<file path="src/logic/mdu_pkg.sv">
// package of offsets, fields, reset values and timing counts for the mul/div unit
// assumes an apb slave with 32-bit data, one register per aligned word
package mdu_pkg;
    // ****************************************
    // register indices and byte addresses
    // ****************************************
    localparam logic [15:0] IDX_OPERAND_RESULT = 16'hff62;
    localparam logic [15:0] IDX_MULDIV_CONTROL = 16'hff68;
    localparam logic [15:0] IDX_SECOND_OPERAND = 16'hff6a;
    localparam logic [15:0] IDX_REMAINDER      = 16'hff6c;
    localparam logic [17:0] ADDR_OPERAND_RESULT = {IDX_OPERAND_RESULT, 2'b00};
    localparam logic [17:0] ADDR_MULDIV_CONTROL = {IDX_MULDIV_CONTROL, 2'b00};
    localparam logic [17:0] ADDR_SECOND_OPERAND = {IDX_SECOND_OPERAND, 2'b00};
    localparam logic [17:0] ADDR_REMAINDER      = {IDX_REMAINDER, 2'b00};
    // ****************************************
    // fields and reset values
    // ****************************************
    localparam int          CTRL_RUN_POS   = 7;
    localparam int          CTRL_MODE_POS  = 0;
    localparam logic [7:0]  CTRL_RESET     = 8'h00;
    localparam logic [7:0]  CTRL_MUL_START = 8'h81;
    localparam logic [31:0] OPRES_RESET    = 32'h0000_0000;
    localparam logic [15:0] SECOND_RESET   = 16'h0000;
    localparam logic [15:0] REM_RESET      = 16'h0000;
    // ****************************************
    // timing counts in internal clocks
    // ****************************************
    localparam int MUL_CYCLES = 16;
    localparam int DIV_CYCLES = 32;
    typedef enum logic [1:0] {
        MDU_IDLE = 2'b00,
        MDU_RUN  = 2'b01,
        MDU_DONE = 2'b10
    } mdu_state_t;
endpackage

</file>
<file path="src/logic/mdu_step.sv">
// one-bit arithmetic step of the mul/div unit
// assumes the caller holds the accumulator state between steps
`timescale 1ns/100ps
module mdu_step
    import mdu_pkg::*;
(
    input  wire logic        mode_mul,
    input  wire logic [31:0] acc_in,
    input  wire logic [15:0] rem_in,
    input  wire logic [15:0] operand_b,
    input  wire logic [15:0] mcand,
    output logic      [31:0] acc_out,
    output logic      [15:0] rem_out
);
    logic [16:0] part;
    logic [16:0] trial;
    always_comb begin
        part    = 17'h00000;
        trial   = 17'h00000;
        acc_out = acc_in;
        rem_out = rem_in;
        if (mode_mul) begin
            // shift-and-add: acc = {partial hi, multiplier lo}
            part = {1'b0, acc_in[31:16]} + (acc_in[0] ? {1'b0, mcand} : 17'h00000);
            acc_out = {part, acc_in[15:1]};
            rem_out = rem_in;
        end else begin
            // restoring shift-and-subtract, quotient bits shift into acc
            trial = {rem_in, acc_in[31]} - {1'b0, operand_b};
            if (trial[16] && !rem_in[15]) begin
                rem_out = {rem_in[14:0], acc_in[31]};
                acc_out = {acc_in[30:0], 1'b0};
            end else begin
                rem_out = trial[15:0];
                acc_out = {acc_in[30:0], 1'b1};
            end
        end
    end
endmodule

</file>
<file path="src/logic/mdu_top.sv">
// apb-mapped unsigned multiplier/divider of an 8-bit microcontroller core
// assumes synchronous apb master on pclk, active-low asynchronous presetn
// Function
// - 16x16 multiply and 32/16 divide
// - 32-bit operand/result register, two halves
// - multiply start clears high half
// - operand and remainder read intermediate during run
// - product/quotient to 31:0, remainder 15:0
// - 16-bit second operand, byte writable
// - reset clears control and operand registers
// - bit7 run, bit0 mode, others zero
// - run bit starts, clears itself when done
// - clearing run aborts; completion still wins
// - multiply finishes after 16 clocks
// - divide finishes after 32 clocks
// - store result, clear run, then irq
// - operand register loads running result each clock
//
// Design decision made here: the APB register port.
`timescale 1ns/100ps
module mdu_top
    import mdu_pkg::*;
#(
    parameter int ADDR_W = 18
)
(
    input  wire logic              pclk,
    input  wire logic              presetn,
    input  wire logic              clk_en,
    input  wire logic              psel,
    input  wire logic              penable,
    input  wire logic              pwrite,
    input  wire logic [ADDR_W-1:0] paddr,
    input  wire logic [31:0]       pwdata,
    input  wire logic [3:0]        pstrb,
    output logic      [31:0]       prdata,
    output logic                   pready,
    output logic                   pslverr,
    output logic                   op_done_irq
);
    // ****************************************
    // helpers
    // ****************************************
    function automatic logic [15:0] merge16(input logic [15:0] old_v,
                                            input logic [15:0] new_v,
                                            input logic [1:0]  lanes);
        merge16 = {lanes[1] ? new_v[15:8] : old_v[15:8],
                   lanes[0] ? new_v[7:0]  : old_v[7:0]};
    endfunction

    typedef enum logic [2:0] {
        MDU_SEL_NONE   = 3'b000,
        MDU_SEL_OPRES  = 3'b001,
        MDU_SEL_CTRL   = 3'b010,
        MDU_SEL_SECOND = 3'b011,
        MDU_SEL_REM    = 3'b100
    } mdu_sel_t;

    // address to register select, shared by write decode and read mux
    function automatic mdu_sel_t decode_addr(input logic [ADDR_W-1:0] a);
        decode_addr = MDU_SEL_NONE;
        if (a == ADDR_OPERAND_RESULT[ADDR_W-1:0]) begin
            decode_addr = MDU_SEL_OPRES;
        end else if (a == ADDR_MULDIV_CONTROL[ADDR_W-1:0]) begin
            decode_addr = MDU_SEL_CTRL;
        end else if (a == ADDR_SECOND_OPERAND[ADDR_W-1:0]) begin
            decode_addr = MDU_SEL_SECOND;
        end else if (a == ADDR_REMAINDER[ADDR_W-1:0]) begin
            decode_addr = MDU_SEL_REM;
        end
    endfunction

    // ****************************************
    // state
    // ****************************************
    mdu_state_t  state;
    logic [31:0] operand_result;
    logic [15:0] second_operand;
    logic [15:0] remainder_reg;
    logic [15:0] mcand;
    logic        run_bit;
    logic        mode_select_bit;
    logic [5:0]  step_cnt;
    logic [31:0] next_acc;
    logic [15:0] next_rem;
    logic        last_step;

    // ****************************************
    // apb decode
    // ****************************************
    mdu_sel_t    sel;
    logic        access;
    logic        wr;
    logic        hit_opres;
    logic        hit_ctrl;
    logic        hit_second;
    logic        hit_rem;
    logic        hit_any;
    logic        start_wr;
    logic        stop_wr;

    assign access = psel && penable && clk_en;
    assign wr     = access && pwrite;
    assign pready = 1'b1;

    assign sel        = decode_addr(paddr);
    assign hit_opres  = (sel == MDU_SEL_OPRES);
    assign hit_ctrl   = (sel == MDU_SEL_CTRL);
    assign hit_second = (sel == MDU_SEL_SECOND);
    assign hit_rem    = (sel == MDU_SEL_REM);

    assign hit_any  = hit_opres || hit_ctrl || hit_second || hit_rem;
    assign pslverr  = psel && penable && !hit_any;
    assign start_wr = wr && hit_ctrl && pstrb[0] && pwdata[CTRL_RUN_POS] && !run_bit;
    assign stop_wr  = wr && hit_ctrl && pstrb[0] && !pwdata[CTRL_RUN_POS];
    assign last_step = (state == MDU_RUN) &&
                       (step_cnt == (mode_select_bit ? 6'(MUL_CYCLES - 1)
                                                     : 6'(DIV_CYCLES - 1)));

    // ****************************************
    // arithmetic step
    // ****************************************
    mdu_step u_step (
        .mode_mul  (mode_select_bit),
        .acc_in    (operand_result),
        .rem_in    (remainder_reg),
        .operand_b (second_operand),
        .mcand     (mcand),
        .acc_out   (next_acc),
        .rem_out   (next_rem)
    );

    // ****************************************
    // sequencer
    // ****************************************
    always_ff @(posedge pclk or negedge presetn) begin
        if (!presetn) begin
            state    <= MDU_IDLE;
            step_cnt <= 6'h00;
        end else if (clk_en) begin
            case (state)
                MDU_IDLE: begin
                    step_cnt <= 6'h00;
                    if (start_wr) begin
                        state <= MDU_RUN;
                    end
                end
                MDU_RUN: begin
                    step_cnt <= step_cnt + 6'h01;
                    if (last_step) begin
                        state <= MDU_DONE;
                    end else if (stop_wr) begin
                        state <= MDU_IDLE;
                    end
                end
                MDU_DONE: begin
                    // start written in the done cycle is kept
                    step_cnt <= 6'h00;
                    if (start_wr) begin
                        state <= MDU_RUN;
                    end else begin
                        state <= MDU_IDLE;
                    end
                end
                default: begin
                    state <= MDU_IDLE;
                end
            endcase
        end
    end

    // ****************************************
    // control register
    // ****************************************
    always_ff @(posedge pclk or negedge presetn) begin
        if (!presetn) begin
            run_bit         <= CTRL_RESET[CTRL_RUN_POS];
            mode_select_bit <= CTRL_RESET[CTRL_MODE_POS];
        end else if (clk_en) begin
            if (last_step) begin
                run_bit <= 1'b0;
            end else if (wr && hit_ctrl && pstrb[0]) begin
                run_bit <= pwdata[CTRL_RUN_POS];
            end
            if (wr && hit_ctrl && pstrb[0] && state != MDU_RUN) begin
                mode_select_bit <= pwdata[CTRL_MODE_POS];
            end
        end
    end

    // ****************************************
    // operand/result and remainder
    // ****************************************
    always_ff @(posedge pclk or negedge presetn) begin
        if (!presetn) begin
            remainder_reg <= REM_RESET;
        end else if (clk_en) begin
            if (start_wr) begin
                remainder_reg <= REM_RESET;
            end else if (state == MDU_RUN) begin
                remainder_reg <= next_rem;
            end
        end
    end

    // multiplicand held from start
    always_ff @(posedge pclk or negedge presetn) begin
        if (!presetn) begin
            mcand <= SECOND_RESET;
        end else if (clk_en && start_wr) begin
            mcand <= second_operand;
        end
    end

    always_ff @(posedge pclk or negedge presetn) begin
        if (!presetn) begin
            operand_result <= OPRES_RESET;
        end else if (clk_en) begin
            if (start_wr) begin
                if (pwdata[CTRL_MODE_POS]) begin
                    operand_result[31:16] <= 16'h0000;
                end
            end else if (state == MDU_RUN) begin
                operand_result <= next_acc;
            end else if (wr && hit_opres) begin
                operand_result[15:0]  <= merge16(operand_result[15:0], pwdata[15:0],
                                                 pstrb[1:0]);
                operand_result[31:16] <= merge16(operand_result[31:16], pwdata[31:16],
                                                 pstrb[3:2]);
            end
        end
    end

    // ****************************************
    // second operand
    // ****************************************
    always_ff @(posedge pclk or negedge presetn) begin
        if (!presetn) begin
            second_operand <= SECOND_RESET;
        end else if (clk_en && wr && hit_second) begin
            second_operand <= merge16(second_operand, pwdata[15:0], pstrb[1:0]);
        end
    end

    // ****************************************
    // done pulse
    // ****************************************
    always_ff @(posedge pclk or negedge presetn) begin
        if (!presetn) begin
            op_done_irq <= 1'b0;
        end else if (clk_en) begin
            op_done_irq <= (state == MDU_DONE);
        end
    end

    // ****************************************
    // read data
    // ****************************************
    always_ff @(posedge pclk or negedge presetn) begin
        if (!presetn) begin
            prdata <= 32'h0000_0000;
        end else if (clk_en && psel && !penable && !pwrite) begin
            if (sel == MDU_SEL_OPRES) begin
                prdata <= operand_result;
            end else if (sel == MDU_SEL_CTRL) begin
                prdata <= {24'h000000, run_bit, 6'h00, mode_select_bit};
            end else if (sel == MDU_SEL_SECOND) begin
                prdata <= {16'h0000, second_operand};
            end else if (sel == MDU_SEL_REM) begin
                prdata <= {16'h0000, remainder_reg};
            end else begin
                prdata <= 32'h0000_0000;
            end
        end
    end
endmodule

</file>
<file path="config.mk">
export PLATFORM = sky130hd
export DESIGN_NAME = mdu_top
export DESIGN_NICKNAME = d
export VERILOG_FILES = /design/src/logic/mdu_pkg.sv /design/src/logic/mdu_step.sv /design/src/logic/mdu_top.sv
export SDC_FILE = /design/constraint.sdc
export NUM_CORES = 1
export LEC_CHECK = 0
export ABC_AREA = 1
export BUFFER_PORTS_ARGS = -buffer_cell sky130_fd_sc_hd__clkbuf_2
export CAP_MARGIN = 20
export CORE_ASPECT_RATIO = 1.25
export CORE_UTILIZATION = 45
export CTS_BUF_LIST = sky130_fd_sc_hd__clkbuf_4 sky130_fd_sc_hd__clkbuf_8 sky130_fd_sc_hd__clkbuf_16
export CTS_CLUSTER_DIAMETER = 150
export DETAILED_ROUTE_END_ITERATION = 10
export HOLD_SLACK_MARGIN = 0.12
export PLACE_DENSITY = 0.67
export SLEW_MARGIN = 20
export SYNTH_ARGS = -nofsm -noshare
export SYNTH_HDL_FRONTEND = slang
export SYNTH_SLANG_ARGS = --single-unit
export TNS_END_PERCENT = 50
</file>
<file path="constraint.sdc">
create_clock -name pclk -period 2.12 [get_ports pclk]
set_clock_uncertainty 0.15 [all_clocks]
set_input_delay 0.212 -clock pclk [delete_from_list [all_inputs] [get_ports pclk]]
set_output_delay 0.212 -clock pclk [all_outputs]
set_load 0.01 [all_outputs]
</file>
==> flow_summary.yaml, run 1 <==
timing:
  setup_ws_ns: -0.103
  hold_viol_final: 0
  final.setup.tns_ns: -1.17
  period_minus_slack_ns: 2.22
  slew_violations: 0
  worst_slew_pin_slew_ns: 0.553
  timing.fmax_mhz: 450
  rsz0062_at_grt: "yes"
  setup_viol: 19
  post-route-period-util_pct: 105
  max_slew_margin_pct: 63.1
cts:
  insertion_delay_ns: 0.43
  root_buffer: "clkbuf_16"
  path_clk_slew_ns: 0.06
  htree_levels: 4
  cts-buffers-inserted: 17
  cts_buffer_depth: 2
  numClockSinks: 123
  cts_tree: "yes"
die:
  core-area_um2: 17600
  rows: 54
  die_h_um: 153
  ios: 95
  die_w_um: 123
  initial_core_util_pct: 46.4
  die_area_um2: 18700
finish:
  layout-drive-gt1-share_pct: 29.8
  nFillCells: 1470
  n_antenna_cell: 0
  regArea_um2: 3080
  utilization_pct: 65.5
  top_regs: "operand_result x32, prdata x32"
  final_nets: 1499
  area_growth_pct: 41.3
  multiInputGateArea_um2: 5020
  finalInstanceArea_um2: 11600
grt:
  track_usage_pct: 29.5
  grt_pass1_wl_mm: 42.3
  grt_pass1_vias: 8511
  grt_overflow_total: 0
  grt_max_degree: 51
  antenna_found_initial: 0
yosys:
  synth_top_family_by_area: "simple AND/OR/NAND/NOR gates"
  synthMostInstantiatedCell: "nand2_1"
  synthTopCellsByArea: "dfrtp_1 38%, nand2_1 16%, inv_1 7.3%"
  ys_seq_area_share_pct: 37.6
  synth_area_um2: 8180
  ys_ff_latch: 123
  yosysWarningCount: 0
  synth.area.mux_share_pct: 0
  async_reset_ff_share_pct: 100
  synth_compound_area_share_pct: 17.6
  netlist.area_leader.share_pct: 37.6
  post_synth_fa_ha_maj_area_fraction_pct: 5.54
  netlist_instances: 1158
  synth-simple-area-share_pct: 28.0
  syn_area_per_cell_um2: 7.06
  syn-num-nets: 1253
  yosysUniqueCellTypes: 48
  yosys.area.top_type: "dfrtp_1"
  synthXorXnorAreaFrac_pct: 1.61
  synth_common_cells: "346 x nand2_1, 158 x inv_1, 123 x dfrtp_1"
  synth_edf_count: 0
  dominantRegCellSynth: "dfrtp_1"
placed_design:
  placed_area_um2: 9820
  place.gp.congestion: 1.00
  portBuffers: 93
  hpwl_mm: 19.5
  place_ws_ns: -0.191
critical_path:
  max_stage_delay_ns: 0.36
  reg2reg_slack_ns: -0.10
  cp.arrival_ns: 2.37
  cpMostUsedCell: "inv_1"
  critPathKind: "flop to flop"
  cp-start-kind: "flop"
  cp.required_ns: 2.27
  slowest_stage: "dfrtp_1"
  critPathCaptureType: "flop"
  cp_max_fo: 7
  crit_chain: "inv_1, ha_1, inv_1, nor3_1, buf_4, nand3_4, nand2_8, buf_6, nand2_2, o21ai_2, o22ai_1"
hold_path:
  min_path_type: "primary input to async pin"
detailed_routing:
  routed_wl_mm: 27.0
  drt_iter0_markers: 681
  route.detailed.drc: 0
  avgRoutedWirePerCell_um: 16.5
  via_count: 8833
  viasPerCell: 5.39
  drtPass1Iterations: 5
  antenna_left: 0
pwr:
  peakVddDrop_mv: 0.490
  power_uw: 5840
  p_per_area_nw_per_um2: 505
  p_leak_uw: 0.00590
job:
  cap_violations: 0
run_status:
  violations: "negative setup slack"
  status: "finished, violations left"
## through the flow
step           std cells  hold WS, ns
4_1_cts             1638        0.121
3_5_place_dp        1563       0.0701
6_report            1640        0.144
3_3_place_gp        1563       0.0675
5_1_grt             1640        0.190
2_1_floorplan       1158       -0.234
## what timing repair did
action,4_1_cts,5_1_grt
hold endpoints to repair,177,0
buffers inserted,3,1
gates cloned,1,1
gates resized for setup,66,120
endpoints found under the setup margin,31,51
pin swaps,14,29
hold buffers,40,0
## layout make-up
class,count,area share (%)
clock inverters,6,0.736
repair buffers,262,17.0
flip-flops and latches,123,26.6
multi-input cells,837,43.4
inverters,163,5.32
well taps,224,2.43
clock buffers,25,4.47
## critical path: cells and delay by family, from the launching register on
kind                       cells  cell delay (ns)
AOI/OAI and AO/OA              2             0.14
adders and majority gates      1             0.33
DFF                            1             0.36
buffers and inverters          4             0.50
and+or+nand+nor                4             0.63
## path summary, 6_finish.rpt
path                                                start                            end  depth (start not counted)
min in group pclk                                  clk_en        step_cnt[5]$_DFFE_PN0P_                          4
max reg2reg                second_operand[14]$_DFFE_PN0P_   remainder_reg[3]$_DFFE_PN0P_                         11
min reg2reg                 second_operand[3]$_DFFE_PN0P_  second_operand[3]$_DFFE_PN0P_                          2
max                        second_operand[14]$_DFFE_PN0P_   remainder_reg[3]$_DFFE_PN0P_                         11
max in group asynchronous                         presetn          prdata[3]$_DFFE_PN0P_                          3
min                                               presetn        step_cnt[2]$_DFFE_PN0P_                          2
## kinds of logic after synthesis
family	after synthesis
AND/OR/NAND/NOR	529
AO/OA/AOI/OAI	255
buffers and inverters	200
flip-flops	123
adder cells (fa/ha/maj)	35
XOR/XNOR	15
other	1
## power breakdown
group | switching, uW | internal (uW)
registers | 36.7 | 2400
logic | 234 | 198
clock network | 1060 | 1910
total | 1330 | 4510
## cells in the final DEF (no fill, tap or decap), drive strengths merged
master | synthesis | layout
nand2 | 349 | 350
inv | 163 | 163
buf | 18 | 130
o21ai | 129 | 129
dfrtp | 123 | 123
clkbuf | 19 | 117
nand3 | 81 | 81
nor2 | 64 | 65
a21oi | 63 | 63
dlygate4sd3 | 0 | 40
ha | 33 | 33
o211ai | 18 | 18
o22ai | 11 | 11
or2 | 10 | 10
o221ai | 8 | 8
xor2 | 8 | 8
nand4 | 8 | 8
xnor2 | 7 | 7
nor3 | 7 | 7
o31ai | 6 | 6
o22a | 6 | 6
nand3b | 4 | 4
a21o | 4 | 4
a31oi | 3 | 3
and2 | 3 | 3
o21bai | 2 | 2
fa | 2 | 2
bufinv | 0 | 2
clkinvlp | 0 | 2
clkinv | 0 | 2
nor4 | 2 | 2
a211oi | 1 | 1
a211o | 1 | 1
nor3b | 1 | 1
a22o | 1 | 1
a21boi | 1 | 1
a22oi | 1 | 1
conb | 1 | 1
## layer usage
layer	routed length, um	global-route usage [%]
met2	13700	51.2
met4	998	13.2
met1	11200	35.2
met5	0	0
met3	1170	4.94
Power figures use the tool's default switching activity.
==> run 2, diff against run 1 <==
RECOVER_POWER = 50   (was unset)
REMOVE_ABC_BUFFERS = 1   (was unset)
==> run 2 against run 1 <==
  * The run still ends with negative setup slack left
  * Utilization increased by 1.9 points
  * Via count increased by 2.1%
  * Sequential power about the same
  * Maximum frequency decreased by 0.90%
  * Critical path depth increased by 4
  * Die area unchanged
  * Hold slack got worse by 0.0032 ns
  * Sequential share of layout area decreased by 0.75 points
  * Non-clock buffer count increased by 21
  * First-iteration DRC count increased by 4.7%
  * Register-to-register slack got worse by 0.02 ns
  * Sequential cell count unchanged
  * Critical path type unchanged
  * Critical endpoint is now remainder_reg[4]$_DFFE_PN0P_
  * Highest routed layer unchanged
==> flow_summary.yaml, run 2 (synthesized netlist as in run 1, its figures left out) <==
placed_design:
  place_ws_ns: -0.251
  placed_cells: 1570
  place.gp.congestion: 0.934
  placed_area_um2: 9860
  hpwl_mm: 19.2
  portBuffers: 93
detailed_routing:
  antenna_left: 0
  route.detailed.drc: 0
  drtPass1Iterations: 6
  drt_iter0_markers: 713
  via_count: 9020
  routed_wl_mm: 27.7
  viasPerCell: 5.44
  avgRoutedWirePerCell_um: 16.7
finish:
  utilization_pct: 67.5
  regArea_um2: 3080
  layout-drive-gt1-share_pct: 32.3
  final_common_cell: "nand2_1"
  final_nets: 1518
  n_antenna_cell: 0
  top_regs: "operand_result x32, prdata x32"
  area_growth_pct: 45.5
  instances_no_fill: 1658
  final_cell_mix: "300 x nand2_1, 136 x inv_1, 134 x buf_4"
  nFillCells: 1418
  multiInputGateArea_um2: 5140
  finalInstanceArea_um2: 11900
timing:
  period_minus_slack_ns: 2.24
  slew_violations: 0
  worst_slew_pin_slew_ns: 0.866
  setup_viol: 23
  max_slew_margin_pct: 42.2
  final.setup.tns_ns: -1.58
  rsz0062_at_grt: "yes"
  post-route-period-util_pct: 106
  hold_viol_final: 0
  timing.fmax_mhz: 446
  setup_ws_ns: -0.123
run_status:
  violations: "negative setup slack"
  status: "finished, violations left"
pwr:
  p_per_area_nw_per_um2: 499
  pwr-share-seq_pct: 41.0
  p_comb_share_pct: 7.1
  p_sw_uw: 1350
  clkPwrFrac_pct: 51.9
  switching_share_pct: 22.8
  peakVddDrop_mv: 0.521
  p_leak_uw: 0.00611
  internal_power_uw: 4590
grt:
  grt_pass1_vias: 8848
  grt_max_degree: 51
  grt_overflow_total: 0
  track_usage_pct: 29.5
  grt_pass1_wl_mm: 42.8
  antenna_found_initial: 0
cts:
  htree_levels: 4
  cts_buffer_depth: 2
  cts_tree: "yes"
  cts-buffers-inserted: 17
  path_clk_slew_ns: 0.05
  numClockSinks: 123
  root_buffer: "clkbuf_16"
  insertion_delay_ns: 0.43
die:
  rows: 54
  die_area_um2: 18700
  ios: 95
  die_h_um: 153
  initial_core_util_pct: 46.4
  core-area_um2: 17600
  die_w_um: 123
critical_path:
  cp.arrival_ns: 2.40
  critPathKind: "flop to flop"
  cp.required_ns: 2.27
  cp-start-kind: "flop"
  cp_max_fo: 2
  critPathCaptureType: "flop"
job:
  cap_violations: 0
hold_path:
  min_path_type: "primary input to flop"
-- run 2: changes by cell type in the layout (fill, tap and decap cells not counted), sizes merged --
| cell | before | now |
|---|---|---|
| buf | 130 | 149 |
| clkinv | 2 | 3 |
| nand2 | 350 | 349 |
| clkinvlp | 2 | 1 |
| bufinv | 2 | 3 |
| nor2 | 65 | 64 |
| clkbuf | 117 | 121 |
| dlygate4sd3 | 40 | 36 |
-- run 2: repair_timing --
item / 4_1_cts / 5_1_grt
resized for setup: 72 / 149
cloned: 1 / 2
hold buffers: 36 / 0
hold endpoints to repair: 176 / 0
setup endpoints to repair: 30 / 47
pin swaps: 13 / 50
buffers inserted: 12 / 7
-- run 2: critical path, stage by stage (launching register included) --
cell and delay (ns):
dfrtp_1 0.39, inv_2 0.08, ha_4 0.14, fa_2 0.22
inv_2 0.05, nand3_2 0.06, nand2_2 0.06, buf_4 0.14
buf_4 0.12, buf_4 0.12, buf_4 0.12, buf_4 0.13
xnor2_2 0.14, nand2_2 0.06, o21ai_1 0.07, o22ai_1 0.07
-- run 2: stage by stage --
stage | hold slack, ns | power [uW]
after detailed placement | 0.0590 | 2830
after global placement | 0.0527 | 2820
after CTS | 0.144 | 5950
final | 0.141 | 5940
after floorplan | -0.234 | 2600
after global routing | 0.183 | 6110
-- run 2: power groups by stage --
stage / clock (uW) / sequential, uW / combinational [uW]
after CTS: 3110 / 2430 / 416
after floorplan: 0 / 2480 / 124
after global routing: 3210 / 2440 / 470
after detailed placement: 0 / 2470 / 359
final: 3080 / 2430 / 423
after global placement: 0 / 2470 / 355
-- run 2: cell type report --
class,instances,share of cell area (%)
Clock buffer,23,4.22
Multi-Input combinational cell,835,43.2
Timing Repair Buffer,283,18.3
Sequential cell,123,25.9
Inverter,163,5.14
Tap cell,224,2.36
Clock inverter,7,0.946
-- run 2: worst paths after layout --
path                       slack (ns)  cells past startpoint                            from                       endpoint
max                             -0.12                     15  operand_result[31]$_DFFE_PN0P_   remainder_reg[4]$_DFFE_PN0P_
max reg2reg                     -0.12                     15  operand_result[31]$_DFFE_PN0P_   remainder_reg[4]$_DFFE_PN0P_
max in group asynchronous        0.36                      3                         presetn         prdata[13]$_DFFE_PN0P_
min in group asynchronous        0.28                      2                         presetn  second_operand[3]$_DFFE_PN0P_
min                              0.14                      6                          pwrite          prdata[0]$_DFFE_PN0P_
min reg2reg                      0.32                      2   second_operand[5]$_DFFE_PN0P_  second_operand[5]$_DFFE_PN0P_
-- run 2: per-layer routing --
layer	up-vias	wire [um]	track usage, %
li1	4311	-	-
met1	4265	11000	35.9
met2	350	14200	51.2
met3	94	1390	4.30
met4	0	1170	12.0
met5	-	0	0
==> run 3, diff against run 2 <==
ABC_AREA = unset   (was 1)
CORE_UTILIZATION = 40   (was 45)
PLACE_DENSITY = unset   (was 0.67)
==> run 3 against run 2 <==
  * The flow finishes with violations (design-rule violations, negative setup slack)
  * Largest cell class unchanged
  * Wire length is 10% lower
  * Maximum frequency is 17% lower
  * Combinational power grew to 4.3 times the previous value
  * Hold slack better by 0.0029 ns
  * Largest power group unchanged
  * Count of clock-buffer cells in the layout is 2 higher
  * Setup slack worse by 0.44 ns
  * Highest routed layer unchanged
==> flow_summary.yaml, run 3 <==
yosys:
  ys_ff_latch: 123
  synth_edf_count: 0
  synthMostInstantiatedCell: "nand2_1"
  yosysWarningCount: 0
  yosys.area.top_type: "dfrtp_1"
  yosysUniqueCellTypes: 65
  syn_area_per_cell_um2: 8.68
  netlist_instances: 881
  async_reset_ff_share_pct: 100
  netlist.area_leader.share_pct: 40.2
  ys_seq_area_share_pct: 40.2
  synthTopCellsByArea: "dfrtp_1 40%, nand2_1 7.6%, o21ai_0 6.9%"
  synth_common_cells: "155 x nand2_1, 123 x dfrtp_1, 105 x o21ai_0"
  dominantRegCellSynth: "dfrtp_1"
  synth_area_um2: 7650
cts:
  cts_buffer_depth: 2
  path_clk_slew_ns: 0.05
  htree_levels: 4
  numClockSinks: 123
  cts_tree: "yes"
  cts-buffers-inserted: 17
  insertion_delay_ns: 0.42
  root_buffer: "clkbuf_16"
finish:
  nFillCells: 1587
  final_nets: 1301
  area_growth_pct: 51.0
  final_cell_mix: "200 x buf_4, 151 x nand2_1, 120 x dfrtp_1"
  instances_no_fill: 1451
  final_common_cell: "buf_4"
  utilization_pct: 61.5
  top_regs: "operand_result x32, prdata x32"
  n_antenna_cell: 0
  layout-drive-gt1-share_pct: 37.8
critical_path:
  crit_chain: "and2_1, ha_2, inv_2, fa_2, nor2b_2, o2111a_2, nor2_1, a211o_1, mux2i_1, o2111ai_2, a22o_1"
  critPathKind: "flop to flop"
  critPathCaptureType: "flop"
  cp.arrival_ns: 2.84
  slowest_stage: "fa_2"
  cp_max_fo: 4
  cp.required_ns: 2.28
  max_stage_delay_ns: 0.35
  cp-start-kind: "flop"
timing:
  setup_ws_ns: -0.568
  setup_viol: 31
  max_slew_margin_pct: 45.7
  post-route-period-util_pct: 127
  worst_slew_pin_slew_ns: 0.814
  rsz0062_at_grt: "yes"
  slew_violations: 0
  timing.fmax_mhz: 372
  hold_viol_final: 0
  period_minus_slack_ns: 2.69
placed_design:
  placed_cells: 1356
  portBuffers: 93
  hpwl_mm: 17.4
  place.gp.congestion: 0.916
detailed_routing:
  dr_wl_met2_mm: 12.9
  viasPerCell: 5.37
  via_count: 7796
  antenna_left: 0
  avgRoutedWirePerCell_um: 17.2
  routed_wl_mm: 25.0
  wl_met3_um: 816
  route.detailed.drc: 8
  top_layer: "met4"
  drt_iter0_markers: 536
  drtPass1Iterations: 8
  wl_met1_mm: 10.3
die:
  die_area_um2: 19700
  rows: 56
  ios: 95
  die_w_um: 126
  die_h_um: 157
  initial_core_util_pct: 40.7
  core-area_um2: 18800
hold_path:
  min_path_type: "primary input to flop"
run_status:
  violations: "design-rule violations, negative setup slack"
  status: "finished, violations left"
grt:
  track_usage_pct: 26.7
  antenna_found_initial: 0
  grt_pass1_vias: 8204
  grt_pass1_wl_mm: 41.0
  grt_overflow_total: 0
  grt_max_degree: 55
pwr:
  peakVddDrop_mv: 0.474
  p_per_area_nw_per_um2: 679
  p_leak_uw: 0.00568
job:
  cap_violations: 0
-- run 3: cell count changes after synthesis, moves of 15 or more --
cell	delta
a211oi_1	+18
nand3_1	-69
mux2_2	+16
a21oi_1	-26
mux2i_1	+32
nand2_1	-191
clkbuf_1	+15
inv_1	-123
-- run 3: worst paths after layout --
check	end	slack, ns	cells after the start	from
setup / recovery	operand_result[29]$_DFFE_PN0P_	-0.57	11	operand_result[0]$_DFFE_PN0P_
hold / removal	step_cnt[3]$_DFFE_PN0P_	0.14	4	clk_en
setup reg to reg	operand_result[29]$_DFFE_PN0P_	-0.57	11	operand_result[0]$_DFFE_PN0P_
hold reg to reg	mcand[14]$_DFFE_PN0P_	0.32	2	mcand[14]$_DFFE_PN0P_
max in group asynchronous	operand_result[29]$_DFFE_PN0P_	0.21	3	presetn
min in group asynchronous	prdata[3]$_DFFE_PN0P_	0.26	2	presetn
-- run 3: cell families (layout without fill, tap and decap cells) --
kind of cell / after synthesis / count (layout) / share of synthesized area [%]
multiplexers: 48 / 48 / 6.54
AND/OR/NAND/NOR: 298 / 298 / 17.9
adder cells (fa/ha/maj): 35 / 35 / 5.92
XOR/XNOR: 19 / 19 / 2.18
flip-flops: 123 / 123 / 40.2
AO/OA/AOI/OAI: 274 / 274 / 22.8
buffers and inverters: 83 / 421 / 4.40
other: 1 / 1 / 0.0490
-- run 3: worst max-delay path, delay by kind of cell, from the launching register on --
kind | cells | cell delay [ns]
mux | 1 | 0.23
compound gates | 4 | 0.96
buf+inv | 1 | 0.04
fa+ha+maj | 2 | 0.53
simple gates | 3 | 0.34
flops | 1 | 0.34
-- run 3: area by class of cell --
cell class                      instances  area, um2  share of cell area, %
Multi-Input combinational cell        675       4770                   41.3
Sequential cell                       123       3080                   26.7
Timing Repair Buffer                  354       2660                   23.0
Clock buffer                           25        504                   4.36
Tap cell                              232        290                   2.51
Inverter                               35        131                   1.14
Clock inverter                          7        113                  0.975
-- run 3: per-layer routing --
metal	vias to the layer above	global-route usage, %
li1	3824	-
met1	3721	30.8
met2	183	47.8
met3	68	4.41
met4	0	13.4
met5	-	0
-- run 3: repair_timing --
item,CTS,global route
gates cloned,2,0
setup buffers,27,5
hold buffers,36,0
gates resized for setup,110,23
setup endpoints to repair,71,43
hold endpoints to repair,181,0
pin swaps,59,21
-- run 3: report_power, final --
part | internal, uW | switching [uW] | leakage [uW]
Clock | 2000 | 1040 | 0.000308
Combinational | 925 | 907 | 0.00369
Sequential | 2630 | 341 | 0.00167
Total | 5550 | 2290 | 0.00568
-- run 3: through the flow --
stage / power, uW / cell area (um2) / TNS (ns) / hold WS [ns] / setup slack [ns]
floorplan: 3780 / 7440 / -69.23 / -0.234 / -1.37
finish: 7840 / 11600 / -12.73 / 0.144 / -0.568
global route: 8230 / 11600 / -19.82 / 0.165 / -0.648
CTS: 7860 / 11500 / -12.02 / 0.127 / -0.611
detailed placement: 4590 / 9800 / -49.13 / 0.0480 / -0.695
global placement: 4540 / 9800 / -45.88 / 0.0442 / -0.627
